### src/hdl/ida_pkg.sv
package ida_pkg;

  // ------------------------------------------------------------------
  // Widths and encodings
  // ------------------------------------------------------------------
  localparam int unsigned DATA_W     = 32;
  localparam int unsigned OPND_W     = 16;
  localparam int unsigned BCD_DIGITS = 4;

  localparam logic SIZE_BYTE = 1'b0;
  localparam logic SIZE_WORD = 1'b1;

  localparam logic [1:0] WID_8  = 2'h0;
  localparam logic [1:0] WID_16 = 2'h1;
  localparam logic [1:0] WID_32 = 2'h2;

  // Flag register bit positions.
  localparam logic [2:0] FLAG_C_POS = 3'h0;
  localparam logic [2:0] FLAG_D_POS = 3'h1;
  localparam logic [2:0] FLAG_Z_POS = 3'h2;
  localparam logic [2:0] FLAG_S_POS = 3'h3;
  localparam logic [2:0] FLAG_B_POS = 3'h4;
  localparam logic [2:0] FLAG_O_POS = 3'h5;
  localparam logic [2:0] FLAG_I_POS = 3'h6;
  localparam logic [2:0] FLAG_U_POS = 3'h7;

  localparam logic [7:0]        FLAGS_RESET  = 8'h00;
  localparam logic [DATA_W-1:0] RESULT_RESET = 32'h0000_0000;

  typedef enum logic [3:0] {
    ida_magnitude_op                  = 4'h0,
    ida_sum_with_carry_op             = 4'h1,
    ida_carry_only_increment_op       = 4'h2,
    ida_plain_sum_op                  = 4'h3,
    ida_extended_sum_op               = 4'h4,
    ida_range_limit_op                = 4'h5,
    ida_compare_op                    = 4'h6,
    ida_extended_compare_op           = 4'h7,
    ida_bcd_sum_with_carry_op         = 4'h8,
    ida_bcd_sum_op                    = 4'h9,
    ida_bcd_difference_with_borrow_op = 4'hA,
    ida_signed_quotient_op            = 4'hB,
    ida_unsigned_quotient_op          = 4'hC,
    ida_signed_quotient_alt_op        = 4'hD,
    ida_flag_bit_write_op             = 4'hE
  } ida_op_t;

  typedef struct packed {
    logic u;
    logic i;
    logic o;
    logic b;
    logic s;
    logic z;
    logic d;
    logic c;
  } ida_flags_t;

  typedef struct packed {
    ida_op_t           op;
    logic              size;
    logic [DATA_W-1:0] src;
    logic [DATA_W-1:0] src2;
    logic [DATA_W-1:0] dest;
    logic [OPND_W-1:0] high_result_register;
    logic [OPND_W-1:0] low_result_register;
    logic [2:0]        bit_index;
    logic              bit_value;
  } ida_req_t;

  typedef enum logic [1:0] {
    ida_st_idle     = 2'b00,
    ida_st_div_wait = 2'b01
  } ida_state_t;

endpackage

### src/hdl/ida_bcd.sv
`timescale 1ns/1ps

module ida_bcd #(
  parameter int unsigned DIGITS = ida_pkg::BCD_DIGITS
) (
  input  wire logic [4*DIGITS-1:0] a_i,     // Minuend or first addend
  input  wire logic [4*DIGITS-1:0] b_i,     // Subtrahend or second addend
  input  wire logic                cin_i,   // Carry or borrow into digit 0
  input  wire logic                sub_i,   // High for subtraction
  output logic      [4*DIGITS-1:0] sum_o,   // Packed decimal result
  output logic      [DIGITS-1:0]   carry_o  // Carry or borrow out of each digit
);

  logic [DIGITS:0] chain;

  assign chain[0] = cin_i;

  // ------------------------------------------------------------------
  // One digit per stage
  // ------------------------------------------------------------------
  for (genvar g = 0; g < DIGITS; g++) begin : g_digit
    logic [4:0] raw;
    logic [3:0] digit;
    logic       cout;
    always_comb begin
      raw   = 5'h00;
      digit = 4'h0;
      cout  = 1'b0;
      if (sub_i) begin
        raw  = {1'b0, a_i[4*g +: 4]} - {1'b0, b_i[4*g +: 4]} - {4'h0, chain[g]};
        cout = raw[4];
        // A negative digit wraps by ten, which mod sixteen is minus six.
        digit = raw[4] ? (raw[3:0] - 4'h6) : raw[3:0];
      end else begin
        raw   = {1'b0, a_i[4*g +: 4]} + {1'b0, b_i[4*g +: 4]} + {4'h0, chain[g]};
        cout  = (raw > 5'h09);
        digit = cout ? (raw[3:0] + 4'h6) : raw[3:0];
      end
    end
    assign chain[g+1]        = cout;
    assign sum_o[4*g +: 4]   = digit;
    assign carry_o[g]        = cout;
  end

endmodule

### src/hdl/ida_divider.sv
`timescale 1ns/1ps

module ida_divider #(
  parameter int unsigned DW = ida_pkg::OPND_W
) (
  input  wire logic            clk_i,        // Core clock
  input  wire logic            rst_b_i,      // Asynchronous reset, active low
  input  wire logic            start_i,      // One-cycle start pulse
  input  wire logic            signed_i,     // Treat operands as two's complement
  input  wire logic            alt_i,        // Remainder takes the divisor's sign
  input  wire logic [2*DW-1:0] dividend_i,   // Extended dividend
  input  wire logic [DW-1:0]   divisor_i,    // Extended divisor
  output logic                 done_o,       // One-cycle result pulse
  output logic                 zero_div_o,   // Divisor was zero
  output logic      [2*DW-1:0] quotient_o,   // Full-width quotient
  output logic      [DW-1:0]   remainder_o   // Remainder
);

  localparam int unsigned CW = $clog2(2 * DW) + 1;
  localparam logic [CW-1:0] LAST_STEP = CW'(2 * DW - 1);

  logic [2*DW-1:0] quo;
  logic [DW-1:0]   rem;
  logic [DW-1:0]   dsr;
  logic [CW-1:0]   step;
  logic            run;
  logic            fix;
  logic            neg_q;
  logic            neg_r;
  logic            neg_d;
  logic            alt;
  logic            zero;
  logic [DW:0]     shifted;
  logic            fits;
  logic [2*DW-1:0] q_s;
  logic [DW-1:0]   r_s;

  assign shifted = {rem, quo[2*DW-1]};
  assign fits    = (shifted >= {1'b0, dsr});

  // ------------------------------------------------------------------
  // Restoring division on magnitudes, one quotient bit per cycle
  // ------------------------------------------------------------------
  always_ff @(posedge clk_i or negedge rst_b_i) begin
    if (!rst_b_i) begin
      quo   <= '0;
      rem   <= '0;
      dsr   <= '0;
      step  <= '0;
      run   <= 1'b0;
      fix   <= 1'b0;
      neg_q <= 1'b0;
      neg_r <= 1'b0;
      neg_d <= 1'b0;
      alt   <= 1'b0;
      zero  <= 1'b0;
    end else begin
      fix <= 1'b0;
      if (start_i && !run && !fix) begin
        neg_r <= signed_i && dividend_i[2*DW-1];
        neg_d <= signed_i && divisor_i[DW-1];
        neg_q <= signed_i && (dividend_i[2*DW-1] ^ divisor_i[DW-1]);
        alt   <= alt_i;
        quo   <= (signed_i && dividend_i[2*DW-1]) ? -dividend_i : dividend_i;
        dsr   <= (signed_i && divisor_i[DW-1]) ? -divisor_i : divisor_i;
        rem   <= '0;
        step  <= '0;
        zero  <= (divisor_i == '0);
        // A zero divisor skips the loop; the caller reports the error.
        run   <= (divisor_i != '0);
        fix   <= (divisor_i == '0);
      end else if (run) begin
        quo  <= {quo[2*DW-2:0], fits};
        rem  <= fits ? DW'(shifted - {1'b0, dsr}) : shifted[DW-1:0];
        step <= step + CW'(1);
        if (step == LAST_STEP) begin
          run <= 1'b0;
          fix <= 1'b1;
        end
      end
    end
  end

  always_comb begin
    q_s = neg_q ? -quo : quo;
    r_s = neg_r ? -rem : rem;
    // The alternate form rounds towards minus infinity.
    if (alt && (rem != '0) && (neg_r != neg_d)) begin
      q_s = q_s - 1'b1;
      r_s = r_s + (neg_d ? -dsr : dsr);
    end
  end

  always_ff @(posedge clk_i or negedge rst_b_i) begin
    if (!rst_b_i) begin
      done_o      <= 1'b0;
      zero_div_o  <= 1'b0;
      quotient_o  <= '0;
      remainder_o <= '0;
    end else begin
      done_o <= fix;
      if (fix) begin
        zero_div_o  <= zero;
        quotient_o  <= q_s;
        remainder_o <= r_s;
      end
    end
  end

endmodule

### src/hdl/ida_arith_unit.sv
`timescale 1ns/1ps

// Overview of operation
// - Magnitude replaces destination with its absolute value.
// - Carry add sums operands and carry flag.
// - Plain add ignores incoming carry.
// - Extended add sign-extends source to 32 bits.
// - Destination takes lower bound when below it.
// - Compare subtracts, keeps flags, discards difference.
// - Extended compare on 32-bit sign-extended source.
// - Decimal add includes carry flag.
// - Decimal add ignores incoming carry.
// - Decimal subtract removes source and borrow.
// - Signed divide: quotient low, remainder high.
// - Unsigned divide uses the same register pair.
// - Flag bit write touches carry only if chosen.
module ida_arith_unit #(
  parameter int unsigned DW = ida_pkg::DATA_W,
  parameter int unsigned RW = ida_pkg::OPND_W
) (
  input  wire logic              clk_i,                   // Core clock, 100 MHz
  input  wire logic              rst_b_i,                 // Asynchronous reset, active low
  input  wire logic              start_i,                 // One-cycle operation request
  input  wire ida_pkg::ida_req_t req_i,                   // Operation and operands
  input  wire ida_pkg::ida_flags_t flags_i,               // Current flag register
  output logic                   busy_o,                  // Division in progress
  output logic                   done_o,                  // One-cycle completion pulse
  output logic                   dest_we_o,               // Write result to destination
  output logic [DW-1:0]          result_o,                // Destination result
  output ida_pkg::ida_flags_t    flags_o,                 // New flag register value
  output logic                   pair_we_o,               // Write the division pair
  output logic [RW-1:0]          low_result_register_o,   // Quotient; byte size puts the remainder in its high byte
  output logic [RW-1:0]          high_result_register_o   // Remainder
);

  // ------------------------------------------------------------------
  // Width helpers
  // ------------------------------------------------------------------
  function automatic logic [31:0] extend(input logic [31:0] v, input logic [1:0] w,
                                         input logic sgn);
    logic [31:0] r;
    r = v;
    case (w)
      ida_pkg::WID_8:  r = {{24{sgn & v[7]}}, v[7:0]};
      ida_pkg::WID_16: r = {{16{sgn & v[15]}}, v[15:0]};
      default:         r = v;
    endcase
    return r;
  endfunction

  function automatic logic top_bit(input logic [32:0] v, input logic [1:0] w,
                                   input logic carry);
    logic r;
    r = 1'b0;
    case (w)
      ida_pkg::WID_8:  r = carry ? v[8]  : v[7];
      ida_pkg::WID_16: r = carry ? v[16] : v[15];
      default:         r = carry ? v[32] : v[31];
    endcase
    return r;
  endfunction

  ida_pkg::ida_state_t state;
  ida_pkg::ida_op_t    op;
  logic [1:0]          wid;
  logic [31:0]         src_x;
  logic [31:0]         dst_x;
  logic [31:0]         src_s;
  logic [31:0]         dst_s;
  logic [31:0]         lo_b;
  logic [31:0]         hi_b;
  logic [31:0]         a_op;
  logic [31:0]         b_op;
  logic                cin;
  logic                sub;
  logic [32:0]         raw;
  logic                take;
  logic [RW-1:0]       bcd_sum;
  logic [3:0]          bcd_carry;
  logic                bcd_cout;
  logic [31:0]         next_result;
  ida_pkg::ida_flags_t next_flags;
  logic                next_we;
  logic                is_div;
  logic                div_signed;
  logic                div_done;
  logic                div_zero;
  logic [2*RW-1:0]     div_quo;
  logic [RW-1:0]       div_rem;
  logic [2*RW-1:0]     dividend;
  logic [RW-1:0]       divisor;
  logic                div_sz;
  logic                div_sgn;
  logic [31:0]         q_ext;
  logic                q_fits;

  assign op    = req_i.op;
  assign take  = start_i && (state == ida_pkg::ida_st_idle);
  assign wid   = (op == ida_pkg::ida_extended_sum_op || op == ida_pkg::ida_extended_compare_op)
                 ? ida_pkg::WID_32
                 : (req_i.size == ida_pkg::SIZE_WORD ? ida_pkg::WID_16 : ida_pkg::WID_8);
  // The extended forms take a narrow source sign-extended to 32 bits.
  assign src_s = extend(req_i.src, (wid == ida_pkg::WID_32) ? {1'b0, req_i.size} : wid,
                        1'b1);
  assign src_x = extend(src_s, wid, 1'b0);
  assign dst_x = extend(req_i.dest, wid, 1'b0);
  assign dst_s = extend(req_i.dest, wid, 1'b1);
  assign lo_b  = extend(req_i.src, wid, 1'b1);
  assign hi_b  = extend(req_i.src2, wid, 1'b1);

  // ------------------------------------------------------------------
  // Shared binary adder
  // ------------------------------------------------------------------
  always_comb begin
    a_op = dst_x;
    b_op = src_x;
    cin  = 1'b0;
    sub  = 1'b0;
    case (op)
      ida_pkg::ida_magnitude_op: begin
        a_op = 32'h0000_0000;
        b_op = dst_x;
        sub  = dst_s[31];
        if (!dst_s[31]) begin
          a_op = dst_x;
          b_op = 32'h0000_0000;
        end
      end
      ida_pkg::ida_sum_with_carry_op:       cin = flags_i.c;
      ida_pkg::ida_carry_only_increment_op: begin
        b_op = 32'h0000_0000;
        cin  = flags_i.c;
      end
      ida_pkg::ida_plain_sum_op:            cin = 1'b0;
      ida_pkg::ida_extended_sum_op:         cin = 1'b0;
      ida_pkg::ida_compare_op:              sub = 1'b1;
      ida_pkg::ida_extended_compare_op:     sub = 1'b1;
      default: begin
        a_op = dst_x;
        b_op = src_x;
      end
    endcase
    raw = sub ? ({1'b0, a_op} - {1'b0, b_op} - {32'h0, cin})
              : ({1'b0, a_op} + {1'b0, b_op} + {32'h0, cin});
  end

  // ------------------------------------------------------------------
  // Packed decimal adder
  // ------------------------------------------------------------------
  ida_bcd #(
    .DIGITS (ida_pkg::BCD_DIGITS)
  ) u_bcd (
    .a_i     (req_i.dest[RW-1:0]),
    .b_i     ((op == ida_pkg::ida_bcd_sum_with_carry_op ||
               op == ida_pkg::ida_bcd_sum_op ||
               op == ida_pkg::ida_bcd_difference_with_borrow_op) ? req_i.src[RW-1:0] : '0),
    .cin_i   ((op != ida_pkg::ida_bcd_sum_op) && flags_i.c),
    .sub_i   (op == ida_pkg::ida_bcd_difference_with_borrow_op),
    .sum_o   (bcd_sum),
    .carry_o (bcd_carry)
  );

  assign bcd_cout = (wid == ida_pkg::WID_8) ? bcd_carry[1] : bcd_carry[3];

  // ------------------------------------------------------------------
  // Result and flag selection
  // ------------------------------------------------------------------
  always_comb begin
    next_result = dst_x;
    next_flags  = flags_i;
    next_we     = 1'b0;
    case (op)
      ida_pkg::ida_magnitude_op,
      ida_pkg::ida_sum_with_carry_op,
      ida_pkg::ida_carry_only_increment_op,
      ida_pkg::ida_plain_sum_op,
      ida_pkg::ida_extended_sum_op,
      ida_pkg::ida_compare_op,
      ida_pkg::ida_extended_compare_op: begin
        next_result  = extend(raw[31:0], wid, 1'b0);
        // Compares only report; the difference never reaches the destination.
        next_we      = (op != ida_pkg::ida_compare_op) &&
                       (op != ida_pkg::ida_extended_compare_op);
        next_flags.c = top_bit(raw, wid, 1'b1);
        next_flags.s = top_bit({1'b0, next_result}, wid, 1'b0);
        next_flags.z = (next_result == 32'h0000_0000);
        next_flags.o = sub
          ? (top_bit({1'b0, a_op}, wid, 1'b0) != top_bit({1'b0, b_op}, wid, 1'b0)) &&
            (top_bit({1'b0, next_result}, wid, 1'b0) != top_bit({1'b0, a_op}, wid, 1'b0))
          : (top_bit({1'b0, a_op}, wid, 1'b0) == top_bit({1'b0, b_op}, wid, 1'b0)) &&
            (top_bit({1'b0, next_result}, wid, 1'b0) != top_bit({1'b0, a_op}, wid, 1'b0));
      end
      ida_pkg::ida_range_limit_op: begin
        next_we = 1'b1;
        if ($signed(lo_b) > $signed(dst_s)) begin
          next_result = extend(lo_b, wid, 1'b0);
        end else if ($signed(dst_s) > $signed(hi_b)) begin
          next_result = extend(hi_b, wid, 1'b0);
        end
      end
      ida_pkg::ida_bcd_sum_with_carry_op,
      ida_pkg::ida_bcd_sum_op,
      ida_pkg::ida_bcd_difference_with_borrow_op: begin
        next_result  = extend({16'h0000, bcd_sum}, wid, 1'b0);
        next_we      = 1'b1;
        next_flags.c = bcd_cout;
        next_flags.s = top_bit({1'b0, next_result}, wid, 1'b0);
        next_flags.z = (next_result == 32'h0000_0000);
      end
      ida_pkg::ida_flag_bit_write_op: begin
        // Any other flag bit chosen leaves carry as it was.
        next_flags[req_i.bit_index] = req_i.bit_value;
      end
      default: begin
        next_result = dst_x;
      end
    endcase
  end

  // ------------------------------------------------------------------
  // Division pair
  // ------------------------------------------------------------------
  assign is_div     = (op == ida_pkg::ida_signed_quotient_op) ||
                      (op == ida_pkg::ida_unsigned_quotient_op) ||
                      (op == ida_pkg::ida_signed_quotient_alt_op);
  assign div_signed = (op != ida_pkg::ida_unsigned_quotient_op);
  assign dividend   = (req_i.size == ida_pkg::SIZE_WORD)
    ? {req_i.high_result_register, req_i.low_result_register}
    : extend({16'h0000, req_i.high_result_register[7:0], req_i.low_result_register[7:0]},
             ida_pkg::WID_16, div_signed);
  assign divisor    = RW'(extend(req_i.src, wid, div_signed));

  ida_divider #(
    .DW (RW)
  ) u_div (
    .clk_i       (clk_i),
    .rst_b_i     (rst_b_i),
    .start_i     (take && is_div),
    .signed_i    (div_signed),
    .alt_i       (op == ida_pkg::ida_signed_quotient_alt_op),
    .dividend_i  (dividend),
    .divisor_i   (divisor),
    .done_o      (div_done),
    .zero_div_o  (div_zero),
    .quotient_o  (div_quo),
    .remainder_o (div_rem)
  );

  // A quotient that does not fit the operand size is an overflow, not a write.
  assign q_ext  = extend(div_quo, div_sz ? ida_pkg::WID_16 : ida_pkg::WID_8, div_sgn);
  assign q_fits = (q_ext == div_quo) && !div_zero;

  always_ff @(posedge clk_i or negedge rst_b_i) begin
    if (!rst_b_i) begin
      state   <= ida_pkg::ida_st_idle;
      div_sz  <= ida_pkg::SIZE_BYTE;
      div_sgn <= 1'b0;
    end else begin
      case (state)
        ida_pkg::ida_st_idle: begin
          if (take && is_div) begin
            state   <= ida_pkg::ida_st_div_wait;
            div_sz  <= req_i.size;
            div_sgn <= div_signed;
          end
        end
        ida_pkg::ida_st_div_wait: begin
          if (div_done) begin
            state <= ida_pkg::ida_st_idle;
          end
        end
        default: state <= ida_pkg::ida_st_idle;
      endcase
    end
  end

  assign busy_o = (state != ida_pkg::ida_st_idle);

  // ------------------------------------------------------------------
  // Registered answers
  // ------------------------------------------------------------------
  always_ff @(posedge clk_i or negedge rst_b_i) begin
    if (!rst_b_i) begin
      done_o                 <= 1'b0;
      dest_we_o              <= 1'b0;
      pair_we_o              <= 1'b0;
      result_o               <= ida_pkg::RESULT_RESET;
      flags_o                <= ida_pkg::FLAGS_RESET;
      low_result_register_o  <= '0;
      high_result_register_o <= '0;
    end else begin
      done_o    <= 1'b0;
      dest_we_o <= 1'b0;
      pair_we_o <= 1'b0;
      if (take && !is_div) begin
        done_o    <= 1'b1;
        dest_we_o <= next_we;
        result_o  <= next_result;
        flags_o   <= next_flags;
      end else if (take && is_div) begin
        flags_o <= flags_i;
      end else if ((state == ida_pkg::ida_st_div_wait) && div_done) begin
        done_o    <= 1'b1;
        pair_we_o <= q_fits;
        flags_o.o <= !q_fits;
        if (q_fits) begin
          low_result_register_o  <= div_sz ? div_quo[RW-1:0]
                                           : {div_rem[7:0], div_quo[7:0]};
          high_result_register_o <= div_sz ? div_rem : {8'h00, div_rem[7:0]};
        end
      end
    end
  end

endmodule

### config.mk
export PLATFORM = sky130hd
export DESIGN_NAME = ida_arith_unit
export DESIGN_NICKNAME = d
export VERILOG_FILES = /design/src/hdl/ida_pkg.sv /design/src/hdl/ida_bcd.sv /design/src/hdl/ida_divider.sv /design/src/hdl/ida_arith_unit.sv
export SDC_FILE = /design/constraint.sdc
export NUM_CORES = 1
export LEC_CHECK = 0
export BUFFER_PORTS_ARGS = -buffer_cell sky130_fd_sc_hd__buf_2
export CORE_AREA = 2 2 224 226
export CTS_BUF_LIST = sky130_fd_sc_hd__clkbuf_8
export DETAILED_ROUTE_END_ITERATION = 10
export DIE_AREA = 0 0 226 228
export GPL_TIMING_DRIVEN = 1
export PLACE_DENSITY_LB_ADDON = 0.3
export SYNTH_ARGS = -nofsm -noshare
export SYNTH_HDL_FRONTEND = slang
export SYNTH_HIERARCHICAL = 1
export SYNTH_SLANG_ARGS = --single-unit
### constraint.sdc
create_clock -name clk_i -period 5.1 [get_ports clk_i]
set_input_delay 0 -clock clk_i [delete_from_list [all_inputs] [get_ports clk_i]]
set_output_delay 0 -clock clk_i [all_outputs]
set_load 0.02 [all_outputs]
Word-level counts from Yosys, hierarchy flattened
Cells that the tools add are included.
Storage, ports and cells
  register bits after elaboration: 206
  input port bits: 148
  output and inout port bits: 76
Operators by class
  add/sub/neg operators: 37
  magnitude comparators: 9
  equal/unequal tests: 31
  mux-type cells: 103
  bitwise gates (word level): 7
  reduce and logical (&&, ||, !) cells: 49
Operator list (count)
  case mux 32 bit (2 select lines): 11
  2-to-1 mux 32 bit: 13
  2-to-1 mux 16 bit: 11
  case mux 32 bit (3 select lines): 1
  > comparator 32 bit: 2
  zero test 32 bit: 2
  negator 32 bit: 2
  2-to-1 mux 4 bit: 12
  negator 16 bit: 3
  adder 32 x 32 -> 33 bit: 1
  adder 33 x 1 -> 33 bit: 1
  2-to-1 mux 33 bit: 1
  subtractor 32 x 32 -> 33 bit: 1
  subtractor 33 x 1 -> 33 bit: 1
  equality test 32 bit: 1
  case mux 16 bit (2 select lines): 1
  nonzero test 16 bit: 2
  subtractor 32 x 1 -> 32 bit (second input constant): 1
  2-to-1 mux 1 bit: 30
  equality test 4 bit (second input constant): 7
  adder 4 x 4 -> 5 bit: 4
  adder 5 x 1 -> 5 bit: 4
  > comparator 5 x 4 -> 1 bit (second input constant): 4
  subtractor 4 x 4 -> 5 bit: 4
  other kinds (48): 116

Depth between registers and ports, before layout
Gate-level depths: netlist of run 1.
  depth in word-level cells: 23
  gate-level depth with buffers: 48
  gate-level depth less buffers: 46

Cells and area by module
Netlist of run 1, hierarchy kept.
By module, submodules not included
  ida_arith_unit: instances 1, cells each 1627, area an instance 11713.7 sq um
  ida_divider: instances 1, cells each 1253, area an instance 10281.1 sq um
  ida_bcd: instances 1, cells each 284, area an instance 2327.2 sq um

Worst setup path after synthesis of run 1
Ideal clock, no wire load.
  kind: input port to flip-flop
  start point: input port req_i[136] in the netlist's numbering
  end point: register flags_o[2] in the netlist's numbering
  library setup time: 92 ps
  arrival: 9128 ps
  data required time: 5008 ps
  path slack: -4119 ps
  stages: 45
  buffers on the path: 3
  path through: clkbuf_1 -> clkbuf_1 -> inv_1 -> clkbuf_1 -> o31a_1 -> fa_1 -> fa_1 -> xor2_1 -> ha_1 -> nand2_1 -> o211a_2 -> nor3_1 -> a21oi_1 -> fa_1 -> fa_1 -> xor2_1 -> ha_1 -> nand2_1 -> [... 9 more ...] -> o21ai_0 -> o211ai_1 -> and3_1 -> a21oi_1 -> fa_1 -> fa_1 -> xor2_1 -> ha_1 -> nand2b_1 -> o311ai_1 -> a21boi_1 -> or3_1 -> a31o_1 -> nor4_1 -> a21oi_1 -> o32ai_1 -> a21oi_1 -> o31ai_2
On the way
  longest elaborated chain between the ends: 23
  elaborated cells on any way between the ends: 103
RTL lines
  from (decl): line ida_arith_unit.sv:24  | input wire ida_pkg::ida_req_t req_i,
  equality test 4 bit, on equally long branches: line ida_arith_unit.sv:154, ida_arith_unit.sv:155
  logical OR 1 bit: line ida_arith_unit.sv:154  | .b_i ((op == ida_pkg::ida_bcd_sum_with_carry_op ||
  logical OR 1 bit: line ida_arith_unit.sv:155  | op == ida_pkg::ida_bcd_sum_op ||
  2-to-1 mux 16 bit: line ida_arith_unit.sv:156  | op == ida_pkg::ida_bcd_difference_with_borrow_op) ? req_i.src[RW-1:0] : '0),
  adder 4 x 4 -> 5 bit: line ida_bcd.sv:35  | raw = {1'b0, a_i[4*g +: 4]} + {1'b0, b_i[4*g +: 4]} + {4'h0, chain[g]};
  adder 5 x 1 -> 5 bit: line ida_bcd.sv:35
  > comparator 5 x 4 -> 1 bit: line ida_bcd.sv:36  | cout = (raw > 5'h09);
  2-to-1 mux 1 bit (*): line ida_bcd.sv:29  | if (sub_i) begin
  named net u_bcd.g_digit[0].cout: line ida_bcd.sv:24  | logic cout;
  [... 6 more ...]
  named net u_bcd.g_digit[2].cout: line ida_bcd.sv:24
  [... 2 more ...]
  2-to-1 mux 4 bit, on equally long branches: line ida_bcd.sv:37, ida_bcd.sv:33
  2-to-1 mux 4 bit (*): line ida_bcd.sv:29
  named net bcd_sum[13]: line ida_arith_unit.sv:78  | logic [RW-1:0] bcd_sum;
  2-to-1 mux 16 bit (*): line ida_arith_unit.sv:43  | case (w)
  2-to-1 mux 32 bit (*): line ida_arith_unit.sv:172  | case (op)
  zero test 32 bit (*): line ida_arith_unit.sv:208  | next_flags.z = (next_result == 32'h0000_0000);
  case mux 2 bit (3 select lines) (*): line ida_arith_unit.sv:172
  2-to-1 mux 8 bit (*): line ida_arith_unit.sv:295  | if (take && !is_div) begin
  to (signal assigned): line ida_arith_unit.sv:288  | flags_o <= ida_pkg::FLAGS_RESET;
  to (signal assigned): line ida_arith_unit.sv:299  | flags_o <= next_flags;
  to (signal assigned): line ida_arith_unit.sv:301  | flags_o <= flags_i;
  to (decl): line ida_arith_unit.sv:30  | output ida_pkg::ida_flags_t flags_o,
The timed path passes the listed nets; every way through them passes the cells marked *. The select of a mux whose other input is x is not followed.
A chain may end at the register's enable or synchronous reset.

Worst setup path in the final report of run 1
  start point: input port req_i[134] in the netlist's numbering
  end point: register result_o[13]
On the way
  longest elaborated chain between the ends: 21
  elaborated cells on any way between the ends: 91
RTL lines
  equality test 4 bit, on equally long branches: line ida_arith_unit.sv:154, ida_arith_unit.sv:155
  logical OR 1 bit: line ida_arith_unit.sv:154
  logical OR 1 bit: line ida_arith_unit.sv:155
  2-to-1 mux 16 bit: line ida_arith_unit.sv:156
  adder 4 x 4 -> 5 bit: line ida_bcd.sv:35
  adder 5 x 1 -> 5 bit: line ida_bcd.sv:35
  > comparator 5 x 4 -> 1 bit: line ida_bcd.sv:36
  2-to-1 mux 1 bit (*): line ida_bcd.sv:29
  named net u_bcd.g_digit[0].cout: line ida_bcd.sv:24
  [... 6 more ...]
  named net u_bcd.g_digit[2].cout: line ida_bcd.sv:24
  adder 5 x 1 -> 5 bit or subtractor 5 x 1 -> 5 bit (tied branches): line ida_bcd.sv:35, ida_bcd.sv:30
  adder 4 x 3 -> 4 bit (tied with other cells): line ida_bcd.sv:37  | digit = cout ? (raw[3:0] + 4'h6) : raw[3:0];
  2-to-1 mux 4 bit, on equally long branches: line ida_bcd.sv:37, ida_bcd.sv:33
  2-to-1 mux 4 bit (*): line ida_bcd.sv:29
  named net bcd_sum[13]: line ida_arith_unit.sv:78
  2-to-1 mux 16 bit (*): line ida_arith_unit.sv:43
  2-to-1 mux 32 bit (*): line ida_arith_unit.sv:172
  case mux 32 bit (3 select lines) (*): line ida_arith_unit.sv:172
  to (signal assigned): line ida_arith_unit.sv:287  | result_o <= ida_pkg::RESULT_RESET;
  to (signal assigned): line ida_arith_unit.sv:298  | result_o <= next_result;
  to (decl): line ida_arith_unit.sv:29  | output logic [DW-1:0] result_o,
Marked as above.

==> flow_metrics.py, run 1 <==
metrics = {
    "outcome": {
        "status": "finished with violations",
        "violations": "setup timing",
    },
    "finish": {
        "fin_nets": 4084,
        "diodes": 0,
        "layout_commonest_cell": "nand2_1",
        "final_cell_mix": "nand2_1 (350), buf_4 (313), o21ai_0 (246), ha_1 (231), inv_1 (222)",
        "layout-drive-gt1-share": 0.215,
        "nFillCells": 4440,
        "area_delta_synth_final_pct": 24.9,
        "fin_area_um2": 30400,
    },
    "sta": {
        "skew_ps": 37.5,
        "period_share": 1.50,
        "slew_headroom": 0.277,
        "max_freq_mhz": 131,
        "finalSetupTns_ps": -18410,
        "max_slew.worst_pin.slew_ps": 1080,
        "grt_setup_unrepaired": "yes",
        "drv_slew": 0,
        "setup_slack_ps": -2560,
        "final-setup-viol-count": 11,
        "period_needed_ps": 7660,
        "hold_viol": 0,
    },
    "setup_path": {
        "cp-start-kind": "input port",
        "cp.arrival_ps": 8150,
        "reg2reg_to": "u_div/quotient_o[31]$_DFFE_PN0P_",
        "slowest_delay_ps": 590,
        "critPathMostFrequentCell": "fa_2",
        "cp_slowest_cell": "fa_2",
        "cp_max_fo": 4,
        "endpoint_kind": "flop",
        "reg2reg_from": "u_div/quo[0]$_DFFE_PN0P_",
        "rrSetupSlack_ps": 900,
        "r2r_cells": 10,
        "crit_type": "in -> reg",
        "crit_required_ps": 5590,
        "crit_start": "req_i[134]",
    },
    "route": {
        "drt_pre_antenna_iters": 9,
        "drtIter0Drc": 2618,
        "wirelength_mm": 85.0,
        "wl_met3_mm": 6.44,
        "via_per_inst": 5.98,
        "top_layer": "met5",
        "route.met2.wl_mm": 38.9,
        "wl_per_cell_um": 19.4,
        "drt-met1-wl_mm": 36.2,
        "ant_nets": 0,
        "drcViolationCount": 0,
        "vias": 26200,
    },
    "power": {
        "p_int_mw": 6.73,
        "pwr-share-seq": 0.231,
        "p_leak_nw": 14.2,
        "p_sw_mw": 6.10,
        "p_clk_frac": 0.139,
        "pwr-share-comb": 0.630,
        "power_density_nw_per_um2": 422,
        "sw_frac_of_total": 0.475,
        "vdd_drop_max_uv": 263,
    },
    "worst_hold_path": {
        "hold_end": "result_o[6]$_DFFE_PN0P_",
        "hold_class": "in -> reg",
        "whs_path_depth": 6,
        "min_from": "req_i[42]",
    },
    "clock_tree": {
        "cts-buffers-inserted": 38,
        "cts_tree": "yes",
        "cts-root-buf": "clkbuf_8",
        "cts_max_level": 2,
        "clock_sinks": 205,
        "clk_pin_slew_ps": 60,
        "insertion_delay_ps": 610,
        "clockBufferDepth": 3,
    },
    "floorplanning": {
        "core_um2": 49300,
        "fp.dieArea_um2": 51500,
        "num_rows": 82,
        "start_util": 0.493,
        "die_y_um": 228,
        "pin_count": 224,
        "die_w_um": 226,
    },
    "global_route": {
        "grt_max_degree": 129,
        "grt.overflow.total": 0,
        "grt_use_total": 0.325,
        "antenna_found_initial": 2,
        "grt_pass1_wl_mm": 134,
        "grt_pass1_vias": 25000,
    },
    "yosys": {
        "ys_warn_count": 6,
        "syn_area_per_cell_um2": 7.69,
        "syn_inst": 3162,
        "synth_area_um2": 24300,
        "syn_nets": 3572,
    },
    "placed_design": {
        "place_area_um2": 28200,
        "numPortBuffers": 223,
        "gp_congestion": 1.03,
        "dp_hpwl_mm": 66.6,
    },
    "flow_run": {
        "maxCapViolations": 0,
    },
}
==> flip-flops by register name, summed over array words and instances, names as in the netlist, 16 cells and up <==
signal	cells
u_div/quotient_o	32
u_div/quo	32
low_result_register_o	16
u_div/dsr	16
result_o	32
u_div/rem	16
u_div/remainder_o	16
high_result_register_o	16
==> through the flow <==
| stage | setup WS [ps] | util | total power [mW] | cells | hold WS, ps |
|---|---|---|---|---|---|
| after floorplan | -3210 | - | 8.50 | 3162 | -296 |
| after global placement | -3430 | 0.572 | 10.5 | 4195 | 195 |
| after detailed placement | -3610 | 0.572 | 10.6 | 4195 | 195 |
| after CTS | -2450 | 0.612 | 12.7 | 4367 | 2.12 |
| after global routing | -2860 | 0.615 | 13.8 | 4374 | 49.1 |
| final | -2560 | 0.615 | 12.8 | 4374 | 45.5 |
==> layout make-up <==
cell class | instances | area (um2) | area share
multi-input combinational | 2569 | 18200 | 0.598
inverter | 224 | 848 | 0.0279
sequential | 205 | 5130 | 0.169
timing repair buffer | 636 | 4530 | 0.149
clock inverter | 21 | 201 | 0.00664
tap | 672 | 841 | 0.0277
clock buffer | 47 | 647 | 0.0213
==> power by group through the flow <==
| stage | Clock [mW] | Sequential, mW | Combinational, mW |
|---|---|---|---|
| floorplan | 0 | 2.65 | 5.84 |
| global placement | 0 | 2.94 | 7.59 |
| detailed placement | 0 | 2.95 | 7.69 |
| CTS | 1.83 | 2.93 | 7.93 |
| global route | 1.88 | 3.04 | 8.92 |
| finish | 1.78 | 2.96 | 8.08 |
==> metal layers <==
layer	GRT usage	vias up
met3	0.0544	239
met4	0.119	2
li1	-	12500
met1	0.427	12400
met2	0.534	1095
met5	0	-
==> worst max-delay path: cells and delay by family <==
kind                     cells  cell delay, ps
AO/OA/AOI/OAI               15            2160
buffers and inverters        7             580
adder cells (fa/ha/maj)     12            3900
AND/OR/NAND/NOR             12            1300
XOR/XNOR                     1             170
==> worst max path at each step <==
stage / end / slack [ps] / cells past startpoint
2_1_floorplan: flags_o[2]$_DFFE_PN0N_ / -3210 / 46
3_3_place_gp: flags_o[2]$_DFFE_PN0N_ / -3430 / 45
3_5_place_dp: flags_o[2]$_DFFE_PN0N_ / -3610 / 44
4_1_cts: result_o[13]$_DFFE_PN0P_ / -2450 / 47
5_1_grt: flags_o[2]$_DFFE_PN0N_ / -2860 / 44
6_report: result_o[13]$_DFFE_PN0P_ / -2560 / 47
==> repair_timing <==
item                                    CTS  global route
pin swaps                                28            15
endpoints found under the hold margin   182             0
endpoints found under the setup margin   11            14
hold buffers                             92             0
buffers inserted                         13             8
resized for setup                        33            24
cloned                                    0             0
(Power assumes the default switching activity.)
==> run 2, diff against run 1 <==
Clock period 5.1 ns to 7.6 ns, I/O delays scaled along.
==> run 2 against run 1 <==
The flow still finishes with violations (setup timing). First-iteration DRC count decreased by 8.8%. Global-route usage fell by 0.74 points. Register-to-register slack improved by 2500 ps. Final cell count decreased by 4.1%. Via count shrank 3.0%. Sequential share of layout area is 0.89 points higher. Die area is the same. Critical path depth down 3. Total power shrank 35%. Clock power is 37% lower. Clock skew grew 3.4 ps. Count of clock-buffer cells in the layout unchanged. Largest power group unchanged. Highest routed layer is now met4.
==> flow_metrics.py, run 2 (synthesized netlist as in run 1, its figures left out) <==
metrics = {
    "finish": {
        "fin_nets": 3905,
        "fin_cells": 4196,
        "diodes": 0,
        "final_cell_mix": "nand2_1 (353), o21ai_0 (252), ha_1 (233), inv_1 (225), nor2_1 (221)",
        "area_delta_synth_final_pct": 18.6,
        "nFillCells": 4607,
        "multi_input_area_um2": 18100,
        "layout-drive-gt1-share": 0.169,
        "seqCellArea_um2": 5130,
        "top_regs": "result_o x32, u_div/quo x32, u_div/quotient_o x32",
        "layout_commonest_cell": "nand2_1",
    },
    "worst_hold_path": {
        "whs_path_depth": 6,
        "hold_class": "in -> reg",
    },
    "sta": {
        "hold_viol": 0,
        "grt_setup_unrepaired": "yes",
        "setup_slack_ps": -178,
        "finalSetupTns_ps": -726,
        "max_freq_mhz": 129,
        "final-setup-viol-count": 6,
        "slew_headroom": 0.233,
        "period_needed_ps": 7780,
        "max_slew.worst_pin.slew_ps": 1150,
        "drv_slew": 0,
        "period_share": 1.02,
        "skew_ps": 40.9,
    },
    "setup_path": {
        "r2r_cells": 10,
        "cp_max_fo": 4,
        "cp-start-kind": "input port",
        "slowest_delay_ps": 580,
        "cp_slowest_cell": "fa_2",
        "cp.arrival_ps": 8310,
        "crit_type": "in -> reg",
        "critPathMostFrequentCell": "fa_2",
        "endpoint_kind": "flop",
        "crit_required_ps": 8130,
    },
    "placed_design": {
        "dp_hpwl_mm": 64.1,
        "numPortBuffers": 223,
        "gp_congestion": 0.996,
        "place_inst": 4004,
    },
    "route": {
        "vias": 25400,
        "via_per_inst": 6.05,
        "drt_pre_antenna_iters": 6,
        "ant_nets": 0,
        "drcViolationCount": 0,
        "drtIter0Drc": 2387,
        "wl_per_cell_um": 19.9,
        "wirelength_mm": 83.3,
    },
    "outcome": {
        "violations": "setup timing",
        "status": "finished with violations",
    },
    "floorplanning": {
        "pin_count": 224,
        "fp.dieArea_um2": 51500,
        "die_y_um": 228,
        "die_w_um": 226,
        "core_um2": 49300,
        "num_rows": 82,
        "start_util": 0.493,
    },
    "clock_tree": {
        "cts_max_level": 2,
        "cts-buffers-inserted": 39,
        "insertion_delay_ps": 620,
        "cts_tree": "yes",
        "clk_pin_slew_ps": 60,
        "clock_sinks": 205,
        "clockBufferDepth": 3,
        "cts-root-buf": "clkbuf_8",
    },
    "flow_run": {
        "maxCapViolations": 0,
    },
    "power": {
        "p_leak_nw": 13.3,
        "power_mw": 8.38,
        "vdd_drop_max_uv": 183,
        "power_density_nw_per_um2": 290,
    },
    "global_route": {
        "antenna_found_initial": 0,
        "grt_max_degree": 89,
        "grt.overflow.total": 0,
        "grt_use_total": 0.317,
        "grt_pass1_vias": 24000,
        "grt_pass1_wl_mm": 131,
    },
}
[run 2: layout make-up]
class | instances | share of cell area
Multi-Input combinational cell | 2569 | 0.626
Sequential cell | 205 | 0.178
Timing Repair Buffer | 456 | 0.109
Inverter | 224 | 0.0294
Tap cell | 672 | 0.0292
Clock buffer | 47 | 0.0224
Clock inverter | 23 | 0.00521
[run 2: power breakdown]
part | internal, mW | total, mW | switching, mW
registers | 1.44 | 1.99 | 0.554
logic | 2.29 | 5.26 | 2.97
clock network | 0.601 | 1.13 | 0.528
[run 2: path summary, 6_finish.rpt]
check / from / end / slack (ps)
max: req_i[134] / flags_o[2]$_DFFE_PN0N_ / -180
max in group asynchronous: rst_b_i / u_div/fix$_DFF_PN0_ / 5660
min: req_i[15] / u_div/quo[11]$_DFFE_PN0P_ / 60
max reg2reg: u_div/quo[0]$_DFFE_PN0P_ / u_div/quotient_o[31]$_DFFE_PN0P_ / 3370
min in group asynchronous: rst_b_i / u_div/quo[5]$_DFFE_PN0P_ / 500
min reg2reg: u_div/done_o$_DFF_PN0_ / state[0]$_DFFE_PN0P_ / 450
[run 2: repair_timing]
action	in CTS	in global routing
pin swaps	16	9
buffers inserted	24	9
endpoints found under the setup margin	6	9
hold buffers	96	0
resized for setup	15	17
endpoints found under the hold margin	142	0
[run 2: stage by stage]
stage               worst slack [ps]  cell area, um2  hold WS, ps   util
floorplan                       -741           24600         -296      -
global placement               -1010           26700         67.4  0.541
detailed placement             -1150           26700         65.2  0.541
CTS                            -43.0           28700         1.06  0.583
global route                    -529           28800         67.0  0.584
finish                          -178           28800         58.5  0.584
[run 2: per-layer routing]
layer | wire length [um] | track usage
met1 | 35100 | 0.414
met2 | 37900 | 0.519
met3 | 6600 | 0.0515
met4 | 3690 | 0.132
met5 | 0 | 0
[run 2: worst max-delay path: cells and delay by family]
family,cells,cell delay (ps)
fa+ha+maj,12,4160
simple gates,11,1350
xor+xnor,2,400
compound gates,15,2090
buf+inv,4,340
